==> src/design/slt_pkg.sv <==
// Constants and types for the serial link self-test block.
// Assumes a 32-bit classic Wishbone slave and a 24-bit pixel stream.
package slt_pkg;

    // Register byte offsets
    localparam logic [7:0] CTRL_OFF = 8'h00;
    localparam logic [7:0] TCNT_OFF = 8'h04;
    localparam logic [7:0] FCNT_OFF = 8'h08;
    localparam logic [7:0] LINK_OFF = 8'h0C;
    localparam logic [7:0] ISTAT_OFF = 8'h10;
    localparam logic [7:0] ICLR_OFF = 8'h14;
    localparam logic [7:0] IEN_OFF = 8'h18;

    // Control fields
    localparam int CTRL_SLEEP_BIT = 0;
    localparam int CTRL_TCLR_BIT = 1;
    localparam int CTRL_FCLR_BIT = 2;

    // Link status fields
    localparam int LINK_LOCK_BIT = 0;
    localparam int LINK_TEST_BIT = 1;
    localparam int LINK_AWAKE_BIT = 2;

    // Interrupt event fields
    localparam int IRQ_W = 3;
    localparam int EV_ENTER_BIT = 0;
    localparam int EV_EXIT_BIT = 1;
    localparam int EV_CRC_BIT = 2;

    // Widths and reset values
    localparam int PIX_W = 24;
    localparam int CNT_W = 8;
    localparam logic [7:0] CNT_RST = 8'h00;
    localparam logic SLEEP_RST = 1'b0;

    // Pixel word with its qualifier
    typedef struct packed {
        logic [PIX_W-1:0] data;
        logic valid;
    } slt_pix_type;

    // Operating state, one-hot
    typedef enum logic [2:0] {
        ST_SLEEP = 3'b001,
        ST_NORMAL = 3'b010,
        ST_TEST = 3'b100
    } slt_state_type;

endpackage : slt_pkg

==> src/design/slt_selftest.sv <==
// Serializer-side self test: test-pattern substitution, wake on request,
// back-channel CRC error counting and a Wishbone register file.
// Assumes the back-channel receiver delivers decoded, clock-synchronous
// request level, lock level and one-cycle CRC error pulses.
//
// Summary of operation
// - A test request from the back channel makes the link send the test pattern at full speed.
// - In test mode the pixel inputs are ignored and an all-zero payload goes on to scrambling.
// - A sleeping serializer wakes up when a test request arrives.
// - Back-channel CRC errors are counted only while the back channel is locked, shown in bit 0 at 0x0C.
// - Test-mode CRC errors go into an 8-bit counter that clears on every test entry.
// - Outside test the functional counter counts; the test counter holds its last run.
//
// Design decisions made here: the address map and the Wishbone register port.
`timescale 1ns/1ps

module slt_selftest #(
    parameter int CNT_W = slt_pkg::CNT_W
) (
    // Clock and reset
    input wire logic clk_i,
    input wire logic rst_i,
    // Wishbone slave
    input wire logic wb_cyc_i,
    input wire logic wb_stb_i,
    input wire logic wb_we_i,
    input wire logic [7:0] wb_adr_i,
    input wire logic [3:0] wb_sel_i,
    input wire logic [31:0] wb_dat_i,
    output logic [31:0] wb_dat_o,
    output logic wb_ack_o,
    // Back channel decoded status
    input wire logic bc_test_req_i,
    input wire logic bc_lock_i,
    input wire logic bc_crc_err_i,
    // Parallel pixel input
    input wire slt_pkg::slt_pix_type pix_i,
    // Payload towards scrambler and DC-balance encoder
    output slt_pkg::slt_pix_type tx_o,
    output logic tx_full_speed_o,
    output logic awake_o,
    output logic test_active_o,
    // Interrupt
    output logic irq_o
);

    ////////////////////////////////////////////////////////////////////
    // Declarations

    slt_pkg::slt_state_type state_reg;
    slt_pkg::slt_state_type state_next;
    logic sleep_reg;
    logic [CNT_W-1:0] tcnt_reg;
    logic [CNT_W-1:0] fcnt_reg;
    logic [slt_pkg::IRQ_W-1:0] istat_reg;
    logic [slt_pkg::IRQ_W-1:0] ien_reg;
    logic [slt_pkg::IRQ_W-1:0] events;
    slt_pkg::slt_pix_type tx_reg;
    logic ack_reg;
    logic [31:0] rdat_reg;
    logic wb_req;
    logic wr_hit;
    logic enter_test;
    logic exit_test;
    logic crc_counted;
    logic tclr_wr;
    logic fclr_wr;

    // Byte lane 0 written at a given offset
    function automatic logic lane0_wr(input logic [7:0] off);
        lane0_wr = wr_hit && (wb_adr_i == off) && wb_sel_i[0];
    endfunction : lane0_wr

    // Saturating increment, so a long error burst cannot read as few
    function automatic logic [CNT_W-1:0] sat_inc(input logic [CNT_W-1:0] v);
        if (&v)
        begin
            sat_inc = v;
        end
        else
        begin
            sat_inc = v + {{(CNT_W-1){1'b0}}, 1'b1};
        end
    endfunction : sat_inc

    ////////////////////////////////////////////////////////////////////
    // Bus decode helpers

    assign wb_req = wb_cyc_i && wb_stb_i && !ack_reg;
    assign wr_hit = wb_req && wb_we_i;
    assign tclr_wr = lane0_wr(slt_pkg::CTRL_OFF) && wb_dat_i[slt_pkg::CTRL_TCLR_BIT];
    assign fclr_wr = lane0_wr(slt_pkg::CTRL_OFF) && wb_dat_i[slt_pkg::CTRL_FCLR_BIT];

    ////////////////////////////////////////////////////////////////////
    // Operating state

    // Next state from the back-channel request level
    always_comb
    begin
        state_next = state_reg;
        case (state_reg)
            slt_pkg::ST_SLEEP:
            begin
                if (bc_test_req_i)
                begin
                    state_next = slt_pkg::ST_TEST;
                end
                else if (!sleep_reg)
                begin
                    state_next = slt_pkg::ST_NORMAL;
                end
            end
            slt_pkg::ST_NORMAL:
            begin
                if (bc_test_req_i)
                begin
                    state_next = slt_pkg::ST_TEST;
                end
                else if (sleep_reg)
                begin
                    state_next = slt_pkg::ST_SLEEP;
                end
            end
            slt_pkg::ST_TEST:
            begin
                // Test length follows the far-end enable exactly
                if (!bc_test_req_i)
                begin
                    state_next = slt_pkg::ST_NORMAL;
                end
            end
            default:
            begin
                state_next = slt_pkg::ST_NORMAL;
            end
        endcase
    end

    // State register
    always_ff @(posedge clk_i)
    begin
        if (rst_i)
        begin
            state_reg <= slt_pkg::ST_NORMAL;
        end
        else
        begin
            state_reg <= state_next;
        end
    end

    assign enter_test = (state_reg != slt_pkg::ST_TEST) && (state_next == slt_pkg::ST_TEST);
    assign exit_test = (state_reg == slt_pkg::ST_TEST) && (state_next != slt_pkg::ST_TEST);

    // Software sleep bit; a test request wakes the device and clears it
    always_ff @(posedge clk_i)
    begin
        if (rst_i)
        begin
            sleep_reg <= slt_pkg::SLEEP_RST;
        end
        else if (bc_test_req_i)
        begin
            sleep_reg <= 1'b0;
        end
        else if (lane0_wr(slt_pkg::CTRL_OFF))
        begin
            sleep_reg <= wb_dat_i[slt_pkg::CTRL_SLEEP_BIT];
        end
    end

    ////////////////////////////////////////////////////////////////////
    // Payload path

    // Zero payload in test, sampled pixels in normal, cleared in sleep; the zeros still
    // pass through the scrambler downstream, so the line is not flat
    always_ff @(posedge clk_i)
    begin
        if (rst_i)
        begin
            tx_reg <= '0;
        end
        else if (state_next == slt_pkg::ST_TEST)
        begin
            tx_reg.data <= '0;
            tx_reg.valid <= 1'b1;
        end
        else if (state_next == slt_pkg::ST_NORMAL)
        begin
            tx_reg <= pix_i;
        end
        else
        begin
            tx_reg <= '0;
        end
    end

    assign tx_o = tx_reg;
    assign tx_full_speed_o = (state_reg == slt_pkg::ST_TEST);
    assign test_active_o = (state_reg == slt_pkg::ST_TEST);
    assign awake_o = (state_reg != slt_pkg::ST_SLEEP);

    ////////////////////////////////////////////////////////////////////
    // CRC error counters

    // Errors only count once the back channel is locked
    assign crc_counted = bc_crc_err_i && bc_lock_i;

    // Test counter: cleared on entry, frozen outside test
    always_ff @(posedge clk_i)
    begin
        if (rst_i)
        begin
            tcnt_reg <= CNT_W'(slt_pkg::CNT_RST);
        end
        else if (enter_test || tclr_wr)
        begin
            tcnt_reg <= '0;
        end
        else if (crc_counted && state_reg == slt_pkg::ST_TEST)
        begin
            tcnt_reg <= sat_inc(tcnt_reg);
        end
    end

    // Functional counter runs whenever not in test
    always_ff @(posedge clk_i)
    begin
        if (rst_i)
        begin
            fcnt_reg <= CNT_W'(slt_pkg::CNT_RST);
        end
        else if (fclr_wr)
        begin
            fcnt_reg <= '0;
        end
        else if (crc_counted && state_reg != slt_pkg::ST_TEST)
        begin
            fcnt_reg <= sat_inc(fcnt_reg);
        end
    end

    ////////////////////////////////////////////////////////////////////
    // Interrupts

    always_comb
    begin
        events = '0;
        events[slt_pkg::EV_ENTER_BIT] = enter_test;
        events[slt_pkg::EV_EXIT_BIT] = exit_test;
        events[slt_pkg::EV_CRC_BIT] = crc_counted && state_reg == slt_pkg::ST_TEST;
    end

    // Sticky status; a new event wins over a clear in the same cycle
    always_ff @(posedge clk_i)
    begin
        if (rst_i)
        begin
            istat_reg <= '0;
        end
        else if (lane0_wr(slt_pkg::ICLR_OFF))
        begin
            istat_reg <= (istat_reg & ~wb_dat_i[slt_pkg::IRQ_W-1:0]) | events;
        end
        else
        begin
            istat_reg <= istat_reg | events;
        end
    end

    // Enable mask
    always_ff @(posedge clk_i)
    begin
        if (rst_i)
        begin
            ien_reg <= '0;
        end
        else if (lane0_wr(slt_pkg::IEN_OFF))
        begin
            ien_reg <= wb_dat_i[slt_pkg::IRQ_W-1:0];
        end
    end

    assign irq_o = |(istat_reg & ien_reg);

    ////////////////////////////////////////////////////////////////////
    // Wishbone slave: answers one cycle after the request

    always_ff @(posedge clk_i)
    begin
        if (rst_i)
        begin
            ack_reg <= 1'b0;
        end
        else
        begin
            ack_reg <= wb_req;
        end
    end

    // Read mux; unmapped and write-only offsets read as zero
    always_ff @(posedge clk_i)
    begin
        if (rst_i)
        begin
            rdat_reg <= '0;
        end
        else if (wb_req && !wb_we_i)
        begin
            rdat_reg <= '0;
            if (wb_adr_i == slt_pkg::CTRL_OFF)
            begin
                rdat_reg[slt_pkg::CTRL_SLEEP_BIT] <= sleep_reg;
            end
            else if (wb_adr_i == slt_pkg::TCNT_OFF)
            begin
                rdat_reg[CNT_W-1:0] <= tcnt_reg;
            end
            else if (wb_adr_i == slt_pkg::FCNT_OFF)
            begin
                rdat_reg[CNT_W-1:0] <= fcnt_reg;
            end
            else if (wb_adr_i == slt_pkg::LINK_OFF)
            begin
                rdat_reg[slt_pkg::LINK_LOCK_BIT] <= bc_lock_i;
                rdat_reg[slt_pkg::LINK_TEST_BIT] <= test_active_o;
                rdat_reg[slt_pkg::LINK_AWAKE_BIT] <= awake_o;
            end
            else if (wb_adr_i == slt_pkg::ISTAT_OFF)
            begin
                rdat_reg[slt_pkg::IRQ_W-1:0] <= istat_reg;
            end
            else if (wb_adr_i == slt_pkg::IEN_OFF)
            begin
                rdat_reg[slt_pkg::IRQ_W-1:0] <= ien_reg;
            end
        end
    end

    assign wb_ack_o = ack_reg;
    assign wb_dat_o = rdat_reg;

endmodule : slt_selftest

==> config.mk <==
export PLATFORM = sky130hd
export DESIGN_NAME = slt_selftest
export DESIGN_NICKNAME = d
export VERILOG_FILES = /design/src/design/slt_pkg.sv /design/src/design/slt_selftest.sv
export SDC_FILE = /design/constraint.sdc
export NUM_CORES = 1
export LEC_CHECK = 0
export BUFFER_PORTS_ARGS = -buffer_cell sky130_fd_sc_hd__buf_2
export CAP_MARGIN = 10
export CORE_UTILIZATION = 41
export DETAILED_ROUTE_END_ITERATION = 16
export PLACE_DENSITY_LB_ADDON = 0.15
export SLEW_MARGIN = 20
export SYNTH_ARGS = -nofsm -noshare
export SYNTH_HDL_FRONTEND = slang
export SYNTH_SLANG_ARGS = --single-unit
==> constraint.sdc <==
create_clock -name clk_i -period 1.7 [get_ports clk_i]
set_clock_uncertainty 0.1 [all_clocks]
set_input_delay 0.085 -clock clk_i [delete_from_list [all_inputs] [get_ports clk_i]]
set_output_delay 0.085 -clock clk_i [all_outputs]
set_load 0.03 [all_outputs]
# Word-level counts from Yosys, hierarchy flattened
# Index checks and enable logic that the tools add are counted.
# classes
add_sub_neg	2
eq_ne	14
mux	17
n_bitwise	8
n_reduce_logical	30
# op_table
cell	n
two-way mux 3 bit	10
== test 8 x 5 -> 1 bit, second input constant	3
logical AND 1 bit	17
adder 8 x 1 -> 8 bit, second input constant	2
== test 8 x 4 -> 1 bit, second input constant	2
AND reduction 8 bit	2
one-hot mux 3 bit (3 select lines)	1
== test 8 x 3 -> 1 bit, second input constant	1
logical NOT 8 bit	1
two-way mux 8 bit	1
two-way mux 7 bit	1
AND 3 bit	2
== test 3 x 2 -> 1 bit, second input constant	2
== test 3 bit, second input constant	2
!= test 3 bit, second input constant	2
bitwise OR 3 bit	2
OR reduction 2 bit	3
OR reduction 3 bit	2
two-way mux 5 bit	1
AND reduction 2 bit	2
== test 3 x 1 -> 1 bit, second input constant	1
two-way mux 1 bit	3
!= test 3 x 1 -> 1 bit, second input constant	1
NOT 1 bit	3
other kinds (3)	4
# word_totals
reg_bits	60
input_bits	77
out_inout_bits	62
wordCells	81

# Depth between registers and ports, before layout
# Gate-level depths: netlist (run 1).
# depth
ltp_word	8
mapped_depth	6

# Least setup slack after synthesis (run 1)
# Ideal clock, no wire load.
# synth_path
path_kind	reg2reg
startpoint	register ack_reg (netlist: wb_ack_o)
endpoint	register tcnt_reg[6]
arrival_time_ps	1550
setup_slack_ps	-30
path_stages_with_launch	5
path_buffers	0
synth_period_minus_slack_ps	1730
cell_sequence	dfxtp_1 -> and4b_1 -> and4_1 -> a221o_2 -> a211oi_2
# synth_between
elab_chain_cells	8
# synth_rtl
element	line_no	source
start, declared	slt_selftest.sv:59	logic ack_reg;
start signal, assigned	slt_selftest.sv:297	ack_reg <= wb_req;
logical NOT 1 bit	slt_selftest.sv:89	assign wb_req = wb_cyc_i && wb_stb_i && !ack_reg;
logical AND 1 bit	slt_selftest.sv:89	
logical AND 1 bit	slt_selftest.sv:90	assign wr_hit = wb_req && wb_we_i;
logical AND 1 bit (2 in series)	slt_selftest.sv:71	lane0_wr = wr_hit && (wb_adr_i == off) && wb_sel_i[0];
logical AND 1 bit	slt_selftest.sv:91	assign tclr_wr = lane0_wr(slt_pkg::CTRL_OFF) && wb_dat_i[slt_pkg::CTRL_TCLR_BIT];
logical OR 1 bit	slt_selftest.sv:216	else if (enter_test || tclr_wr)
OR reduction 2 bit (no line)	--	
end signal, assigned	slt_selftest.sv:214	tcnt_reg <= CNT_W'(slt_pkg::CNT_RST);
end signal, assigned	slt_selftest.sv:222	tcnt_reg <= sat_inc(tcnt_reg);
end, declared	slt_selftest.sv:53	logic [CNT_W-1:0] tcnt_reg;
# No other way between the ends.
# A chain may end at the register's enable or synchronous reset.

# Worst setup path in the final report (run 1)
# layout_path
startpoint	register state_reg[1]
endpoint	output port test_active_o
# layout_between
elab_chain_cells	1
# layout_rtl
element	line_no	source
start, declared	slt_selftest.sv:50	slt_pkg::slt_state_type state_reg;
start signal, assigned	slt_selftest.sv:144	state_reg <= slt_pkg::ST_NORMAL;
start signal, assigned	slt_selftest.sv:148	state_reg <= state_next;
== test 3 bit	slt_selftest.sv:200	assign test_active_o = (state_reg == slt_pkg::ST_TEST);
end, declared	slt_selftest.sv:42	output logic test_active_o,
# No other way between the ends.

==> insert_results.sql, run 1 <==
INSERT INTO impl_metrics (metric_group, metric, value, unit) VALUES
('placement', 'half_perimeter_wire_length_after_detailed_placement', '4310', 'um'),
('logic_synthesis', 'number_of_synthesized_flops_with_an_enable_pin', '0', ''),
('power_and_ir_drop', 'cellLeakagePower', '1.77', 'nW'),
('sta', 'final-hold-violation-count', '0', ''),
('logic_synthesis', 'synth-seq-cells', '60', ''),
('route', 'drt-pass1-iter-count', '4', ''),
('worst_setup_path', 'crit_family', 'simple AND/OR/NAND/NOR gates', ''),
('power_and_ir_drop', 'post-layout-total-power', '3.39', 'mW'),
('job', 'drv.max_cap_violation_count', '0', ''),
('sta', 'final-setup-viol-count', '0', ''),
('layout', 'layout_common_cells', 'buf_2, dfxtp_1, dlygate4sd3_1, conb_1, nor2_1', ''),
('clock_network', 'clock_tree.htree_level_count', '3', ''),
('clock_network', 'cts.sinks', '60', ''),
('route', 'antenna_left', '0', ''),
('logic_synthesis', 'postSynthCellCount', '286', ''),
('layout', 'final_net_count', '491', ''),
('worst_setup_path', 'critPathLaunch', 'state_reg[1]', ''),
('grt', 'grt_first_pass_wirelength', '10400', 'um'),
('sta', 'achievable-frequency', '0.615', 'GHz'),
('floorplan', 'die_x', '85.0', 'um'),
('placement', 'globalplace.congestion', '0.792', ''),
('worst_setup_path', 'endpoint_kind', 'output port', ''),
('route', 'dr.first_iter.drc_count', '61', ''),
('placement', 'detailedPlace.worstSlack', '-0.179', 'ns'),
('clock_network', 'clk_root_buffer_cell', 'clkbuf_8', ''),
('layout', 'flip_flop_count_of_the_largest_register_after_layout', '25', ''),
('placement', 'place_inst', '444', ''),
('layout', 'post_layout_nonfiller_instances', '494', ''),
('grt', 'gr-total-overflow', '0', ''),
('layout', 'num_antenna_cells', '0', ''),
('floorplan', 'core-area', '6490', 'um2'),
('route', 'drc_errors', '0', ''),
('route', 'routedWlPerCell', '12.7', 'um'),
('clock_network', 'clk_path_buf_depth', '2', ''),
('worst_setup_path', 'path_depth', '3', ''),
('worst_setup_path', 'ff2ff_path_depth', '4', ''),
('floorplan', 'placement_rows', '29', ''),
('worst_setup_path', 'crit_buf_inv', '2', ''),
('power_and_ir_drop', 'worst_ir_drop_vdd', '0.617', 'mV'),
('hold_path', 'worst_hold_startpoint', 'wb_adr_i[6]', ''),
('floorplan', 'initial_utilization', '43.5', '%'),
('sta', 'rsz0062_at_grt', 'true', ''),
('logic_synthesis', 'synth.distinct_cells', '60', ''),
('route', 'route.detailed.vias_per_inst', '4.90', ''),
('logic_synthesis', 'synthFlopType', 'dfxtp_1', ''),
('worst_setup_path', 'timing.setup.critical_path_class', 'flop to output port', ''),
('clock_network', 'path_clk_slew', '0.07', 'ns'),
('layout', 'area_growth_syn_to_layout', '35.5', '%'),
('power_and_ir_drop', 'p_per_area', '885', 'nW/um2'),
('sta', 'layout_setup_ws', '0.0749', 'ns'),
('sta', 'relative_max_transition_margin', '63.7', '%'),
('sta', 'final_period_minus_worst_setup_slack', '1.63', 'ns'),
('logic_synthesis', 'mean_instance_size_in_the_synthesized_netlist', '9.89', 'um2'),
('clock_network', 'clock_tree_from_tritoncts', 'done', ''),
('worst_setup_path', 'critical_path_peak_fanout', '19', ''),
('worst_setup_path', 'cp-start-kind', 'flop', ''),
('grt', 'groute.usage.overall', '18.3', '%'),
('hold_path', 'number_of_stages_on_the_worst_hold_path', '4', ''),
('grt', 'grt_pass1_vias', '2306', ''),
('layout', 'drive_above_1_share', '35.7', '%'),
('layout', 'layout_commonest_cell', 'buf_2', ''),
('sta', 'layout_worst_path_cycle_share', '95.6', '%'),
('grt', 'largest_net_degree_at_the_start_of_global_routing', '26', ''),
('worst_setup_path', 'critPathArrivalTime', '1.44', 'ns'),
('hold_path', 'hold_path_class', 'input pin to flop', ''),
('worst_setup_path', 'critical-path-max-stage-delay', '0.45', 'ns'),
('run_status', 'status', 'finished, final reports clean', ''),
('worst_setup_path', 'timing.critical_path.required', '1.51', 'ns'),
('floorplan', 'die-height', '85.0', 'um'),
('floorplan', 'io_pins', '139', ''),
('logic_synthesis', 'synth_area', '2830', 'um2');
==> per-layer routing <==
layer  GRT usage, %  vias to the layer above  wire, um
met5              0                        -         0
met4           5.08                        0        48
met3           5.54                        5       370
met2           31.9                       87      3100
met1           21.8                     1113      2770
li1               -                     1218         -
==> cell usage after synthesis, types with 3 or more instances <==
library cell	instances	area share, %
buf_4	25	6.6
o21ai_0	11	1.9
nand3_1	7	1.2
a31oi_1	5	1.1
inv_1	7	0.93
nor2b_1	3	0.66
buf_6	3	1.2
and2_4	20	6.2
and2_1	6	1.3
a21oi_1	5	0.88
xor2_1	5	1.5
xnor2_1	3	0.93
nand4_1	6	1.3
nor2_1	23	3.1
and4b_1	3	1.1
a22oi_1	7	1.9
buf_2	4	0.71
nor3_1	6	1.1
and3_1	4	0.88
nand2_1	13	1.7
dfxtp_1	60	42
and4_1	3	0.93
a211oi_1	4	1.1
mux2i_1	10	3.5
==> worst reg2reg max path: stages (launching register included) <==
cell	delay (ns)
dfxtp_2	0.35
and4b_1	0.19
and4_1	0.25
a221o_2	0.47
a211oi_2	0.16
==> repair_timing <==
action / in CTS / in global routing
pin swaps: 0 / 2
gates resized for setup: 3 / 3
hold buffers: 34 / 0
endpoints found under the setup margin: 27 / 18
endpoints found under the hold margin: 35 / 0
==> power breakdown <==
part	internal [mW]	switching [mW]
clock	0.832	0.609
sequential	1.45	0.0153
combinational	0.198	0.287
total	2.48	0.911
==> stage by stage <==
stage,utilization [%],area [um2],TNS (ns)
floorplan,-,2920,0
global route,59.0,3830,-0.0684
global placement,49.9,3240,-2.21
detailed placement,49.9,3240,-4.21
CTS,58.7,3810,0
finish,59.0,3830,0
==> cell families after synthesis <==
| family | share of synthesized area (%) |
|---|---|
| mux | 4.73 |
| simple gates | 24.8 |
| xor+xnor | 2.48 |
| other cells | 0.133 |
| fa+ha+maj | 0.885 |
| flops | 42.5 |
| compound gates | 13.6 |
| buf+inv | 10.9 |
==> final timing paths <==
kind                    to  slack, ns
max          test_active_o       0.07
min            wb_dat_o[1]       0.06
max reg2reg    tcnt_reg[6]       0.08
min reg2reg       wb_ack_o       0.34
==> final cells by class <==
cell class | count | area, um2
clock buffers | 9 | 124
clock inverters | 7 | 98.8
fillers | 573 | 2660
inverters | 8 | 42.5
multi-input cells | 205 | 1420
flip-flops and latches | 60 | 1200
well taps | 77 | 96.3
repair buffers | 128 | 846
Power figures use the tool's default switching activity.
==> run 2: changes to the inputs <==
--- a/config.mk
+++ b/config.mk
@@ -10,6 +10,7 @@
 export CORE_UTILIZATION = 41
 export DETAILED_ROUTE_END_ITERATION = 16
 export PLACE_DENSITY_LB_ADDON = 0.15
+export RECOVER_POWER = 50
 export SLEW_MARGIN = 20
 export SYNTH_ARGS = -nofsm -noshare
 export SYNTH_HDL_FRONTEND = slang
==> insert_results.sql, run 2 (same netlist as run 1, synthesis figures left out) <==
INSERT INTO impl_metrics (metric_group, metric, value, unit) VALUES
('clock_network', 'setup_fix_bufs_post_cts', '0', ''),
('sta', 'final_period_minus_worst_setup_slack', '1.62', 'ns'),
('floorplan', 'die_x', '85.0', 'um'),
('layout', 'final_net_count', '491', ''),
('hold_path', 'hold_path_class', 'input pin to flop', ''),
('worst_setup_path', 'critical-path-slowest-cell', 'or3b_4', ''),
('run_status', 'status', 'finished, final reports clean', ''),
('power_and_ir_drop', 'p_per_area', '893', 'nW/um2'),
('power_and_ir_drop', 'internal-power', '2.47', 'mW'),
('sta', 'achievable-frequency', '0.615', 'GHz'),
('grt', 'gr-total-overflow', '0', ''),
('floorplan', 'fp.dieArea', '7230', 'um2'),
('route', 'drc_errors', '0', ''),
('route', 'drt-pass1-iter-count', '5', ''),
('layout', 'area_growth_syn_to_layout', '34.0', '%'),
('worst_setup_path', 'critical_path_peak_fanout', '19', ''),
('power_and_ir_drop', 'p_comb_share', '14.0', '%'),
('power_and_ir_drop', 'part_of_the_power_in_registers', '43.4', '%'),
('layout', 'filler_cell_count', '592', ''),
('route', 'postRouteWirelength', '6310', 'um'),
('sta', 'final-hold-violation-count', '0', ''),
('layout', 'layout_common_cells', 'dfxtp_1, buf_2, dlygate4sd3_1, clkbuf_1, conb_1', ''),
('route', 'route.detailed.vias_per_inst', '4.94', ''),
('power_and_ir_drop', 'cellLeakagePower', '1.63', 'nW'),
('floorplan', 'initial_utilization', '43.5', '%'),
('power_and_ir_drop', 'net-switching-power', '0.912', 'mW'),
('placement', 'io_buffers', '82', ''),
('grt', 'largest_net_degree_at_the_start_of_global_routing', '26', ''),
('power_and_ir_drop', 'p_clk_share', '42.6', '%'),
('floorplan', 'placement_rows', '29', ''),
('grt', 'grt_first_pass_wirelength', '10400', 'um'),
('floorplan', 'die-height', '85.0', 'um'),
('placement', 'place_inst', '444', ''),
('clock_network', 'worst_skew_pair.late_latency', '0.34', 'ns'),
('worst_setup_path', 'timing.setup.critical_path_class', 'flop to output port', ''),
('layout', 'post_layout_nonfiller_instances', '494', ''),
('route', 'routedWlPerCell', '12.8', 'um'),
('layout', 'layout_commonest_cell', 'dfxtp_1', ''),
('route', 'dr.first_iter.drc_count', '50', ''),
('worst_setup_path', 'critPathArrivalTime', '1.44', 'ns'),
('clock_network', 'cts.sinks', '60', ''),
('grt', 'grt_pass1_vias', '2306', ''),
('sta', 'hold-worst-slack', '0.0593', 'ns'),
('sta', 'worstMarginPinSlew', '0.544', 'ns'),
('worst_setup_path', 'cells_along_the_critical_path', 'or3b_4 > clkinv_8 > buf_4', ''),
('route', 'via_count', '2441', ''),
('sta', 'slew_violations', '0', ''),
('layout', 'num_antenna_cells', '0', ''),
('clock_network', 'clock_tree.htree_level_count', '3', ''),
('clock_network', 'clk_root_buffer_cell', 'clkbuf_8', ''),
('sta', 'layout_worst_path_cycle_share', '95.6', '%'),
('job', 'drv.max_cap_violation_count', '0', ''),
('clock_network', 'path_clk_slew', '0.07', 'ns'),
('clock_network', 'tritoncts.num_buffers', '9', ''),
('worst_setup_path', 'timing.critical_path.required', '1.51', 'ns'),
('worst_setup_path', 'critical-path-max-stage-delay', '0.45', 'ns'),
('layout', 'drive_above_1_share', '27.6', '%'),
('placement', 'detailedPlace.worstSlack', '-0.179', 'ns'),
('clock_network', 'clock_tree_from_tritoncts', 'done', ''),
('power_and_ir_drop', 'worst_ir_drop_vdd', '0.616', 'mV'),
('layout', 'finish.instance_area', '3790', 'um2'),
('route', 'antenna_left', '0', ''),
('sta', 'layout_setup_ws', '0.0751', 'ns'),
('placement', 'half_perimeter_wire_length_after_detailed_placement', '4310', 'um'),
('sta', 'rsz0062_at_grt', 'true', ''),
('power_and_ir_drop', 'post-layout-total-power', '3.38', 'mW'),
('floorplan', 'io_pins', '139', ''),
('placement', 'globalplace.congestion', '0.792', ''),
('sta', 'final-setup-viol-count', '0', ''),
('worst_setup_path', 'crit_family', 'simple AND/OR/NAND/NOR gates', ''),
('sta', 'relative_max_transition_margin', '63.7', '%'),
('worst_setup_path', 'endpoint_kind', 'output port', ''),
('layout', 'flip_flop_count_of_the_largest_register_after_layout', '25', ''),
('grt', 'groute.usage.overall', '18.3', '%'),
('worst_setup_path', 'crit_buf_inv', '2', ''),
('placement', 'placement.cell_area', '3240', 'um2'),
('grt', 'antenna_found_initial', '0', ''),
('power_and_ir_drop', 'swShare', '27.0', '%'),
('floorplan', 'core-area', '6490', 'um2'),
('clock_network', 'clk_path_buf_depth', '2', ''),
('worst_setup_path', 'cp-start-kind', 'flop', '');
==> run 2: final timing paths <==
path | from | endpoint | slack, ns | cells past startpoint
min | wb_adr_i[6] | wb_dat_o[1] | 0.06 | 4
max | state_reg[1] | test_active_o | 0.08 | 3
max reg2reg | wb_ack_o | tcnt_reg[6] | 0.08 | 4
min reg2reg | wb_ack_o | wb_ack_o | 0.34 | 1
==> run 2: power by group through the flow <==
stage / combinational (mW) / clock [mW] / sequential [mW]
finish: 0.474 / 1.44 / 1.47
global route: 0.513 / 1.54 / 1.47
CTS: 0.483 / 1.47 / 1.47
detailed placement: 0.419 / 0 / 1.50
global placement: 0.416 / 0 / 1.50
floorplan: 0.263 / 0 / 1.58
==> run 2: through the flow <==
step                utilization [%]  TNS [ns]
finish                         58.3         0
global route                   58.3   -0.0684
CTS                            58.7         0
detailed placement             49.9     -4.21
global placement               49.9     -2.21
floorplan                         -         0
==> run 2: routing by layer <==
metal,wire [um],GRT usage [%],up-vias
met1,2810,21.8,1129
li1,-,-,1222
met4,34,5.08,0
met2,3120,31.9,88
met5,0,0,-
met3,343,5.54,2
==> run 2: repair_timing <==
| action | CTS | global route |
|---|---|---|
| hold buffers | 34 | 0 |
| hold endpoints to repair | 35 | 0 |
| gates resized for setup | 3 | 3 |
| endpoints found under the setup margin | 27 | 18 |
| pin swaps | 0 | 2 |
==> run 2: tightest hold or removal path: cells and delay by family <==
kind            cells  cell delay, ns
compound gates      1            0.08
buf+inv             1            0.09
simple gates        2            0.19
==> run 2: layout make-up <==
cell class | instances | area [um2] | area share [%]
Inverter | 8 | 42.5 | 1.12
Clock buffer | 9 | 124 | 3.27
Sequential cell | 60 | 1200 | 31.7
Tap cell | 77 | 96.3 | 2.54
Clock inverter | 7 | 98.8 | 2.61
Timing Repair Buffer | 128 | 803 | 21.2
Multi-Input combinational cell | 205 | 1420 | 37.5
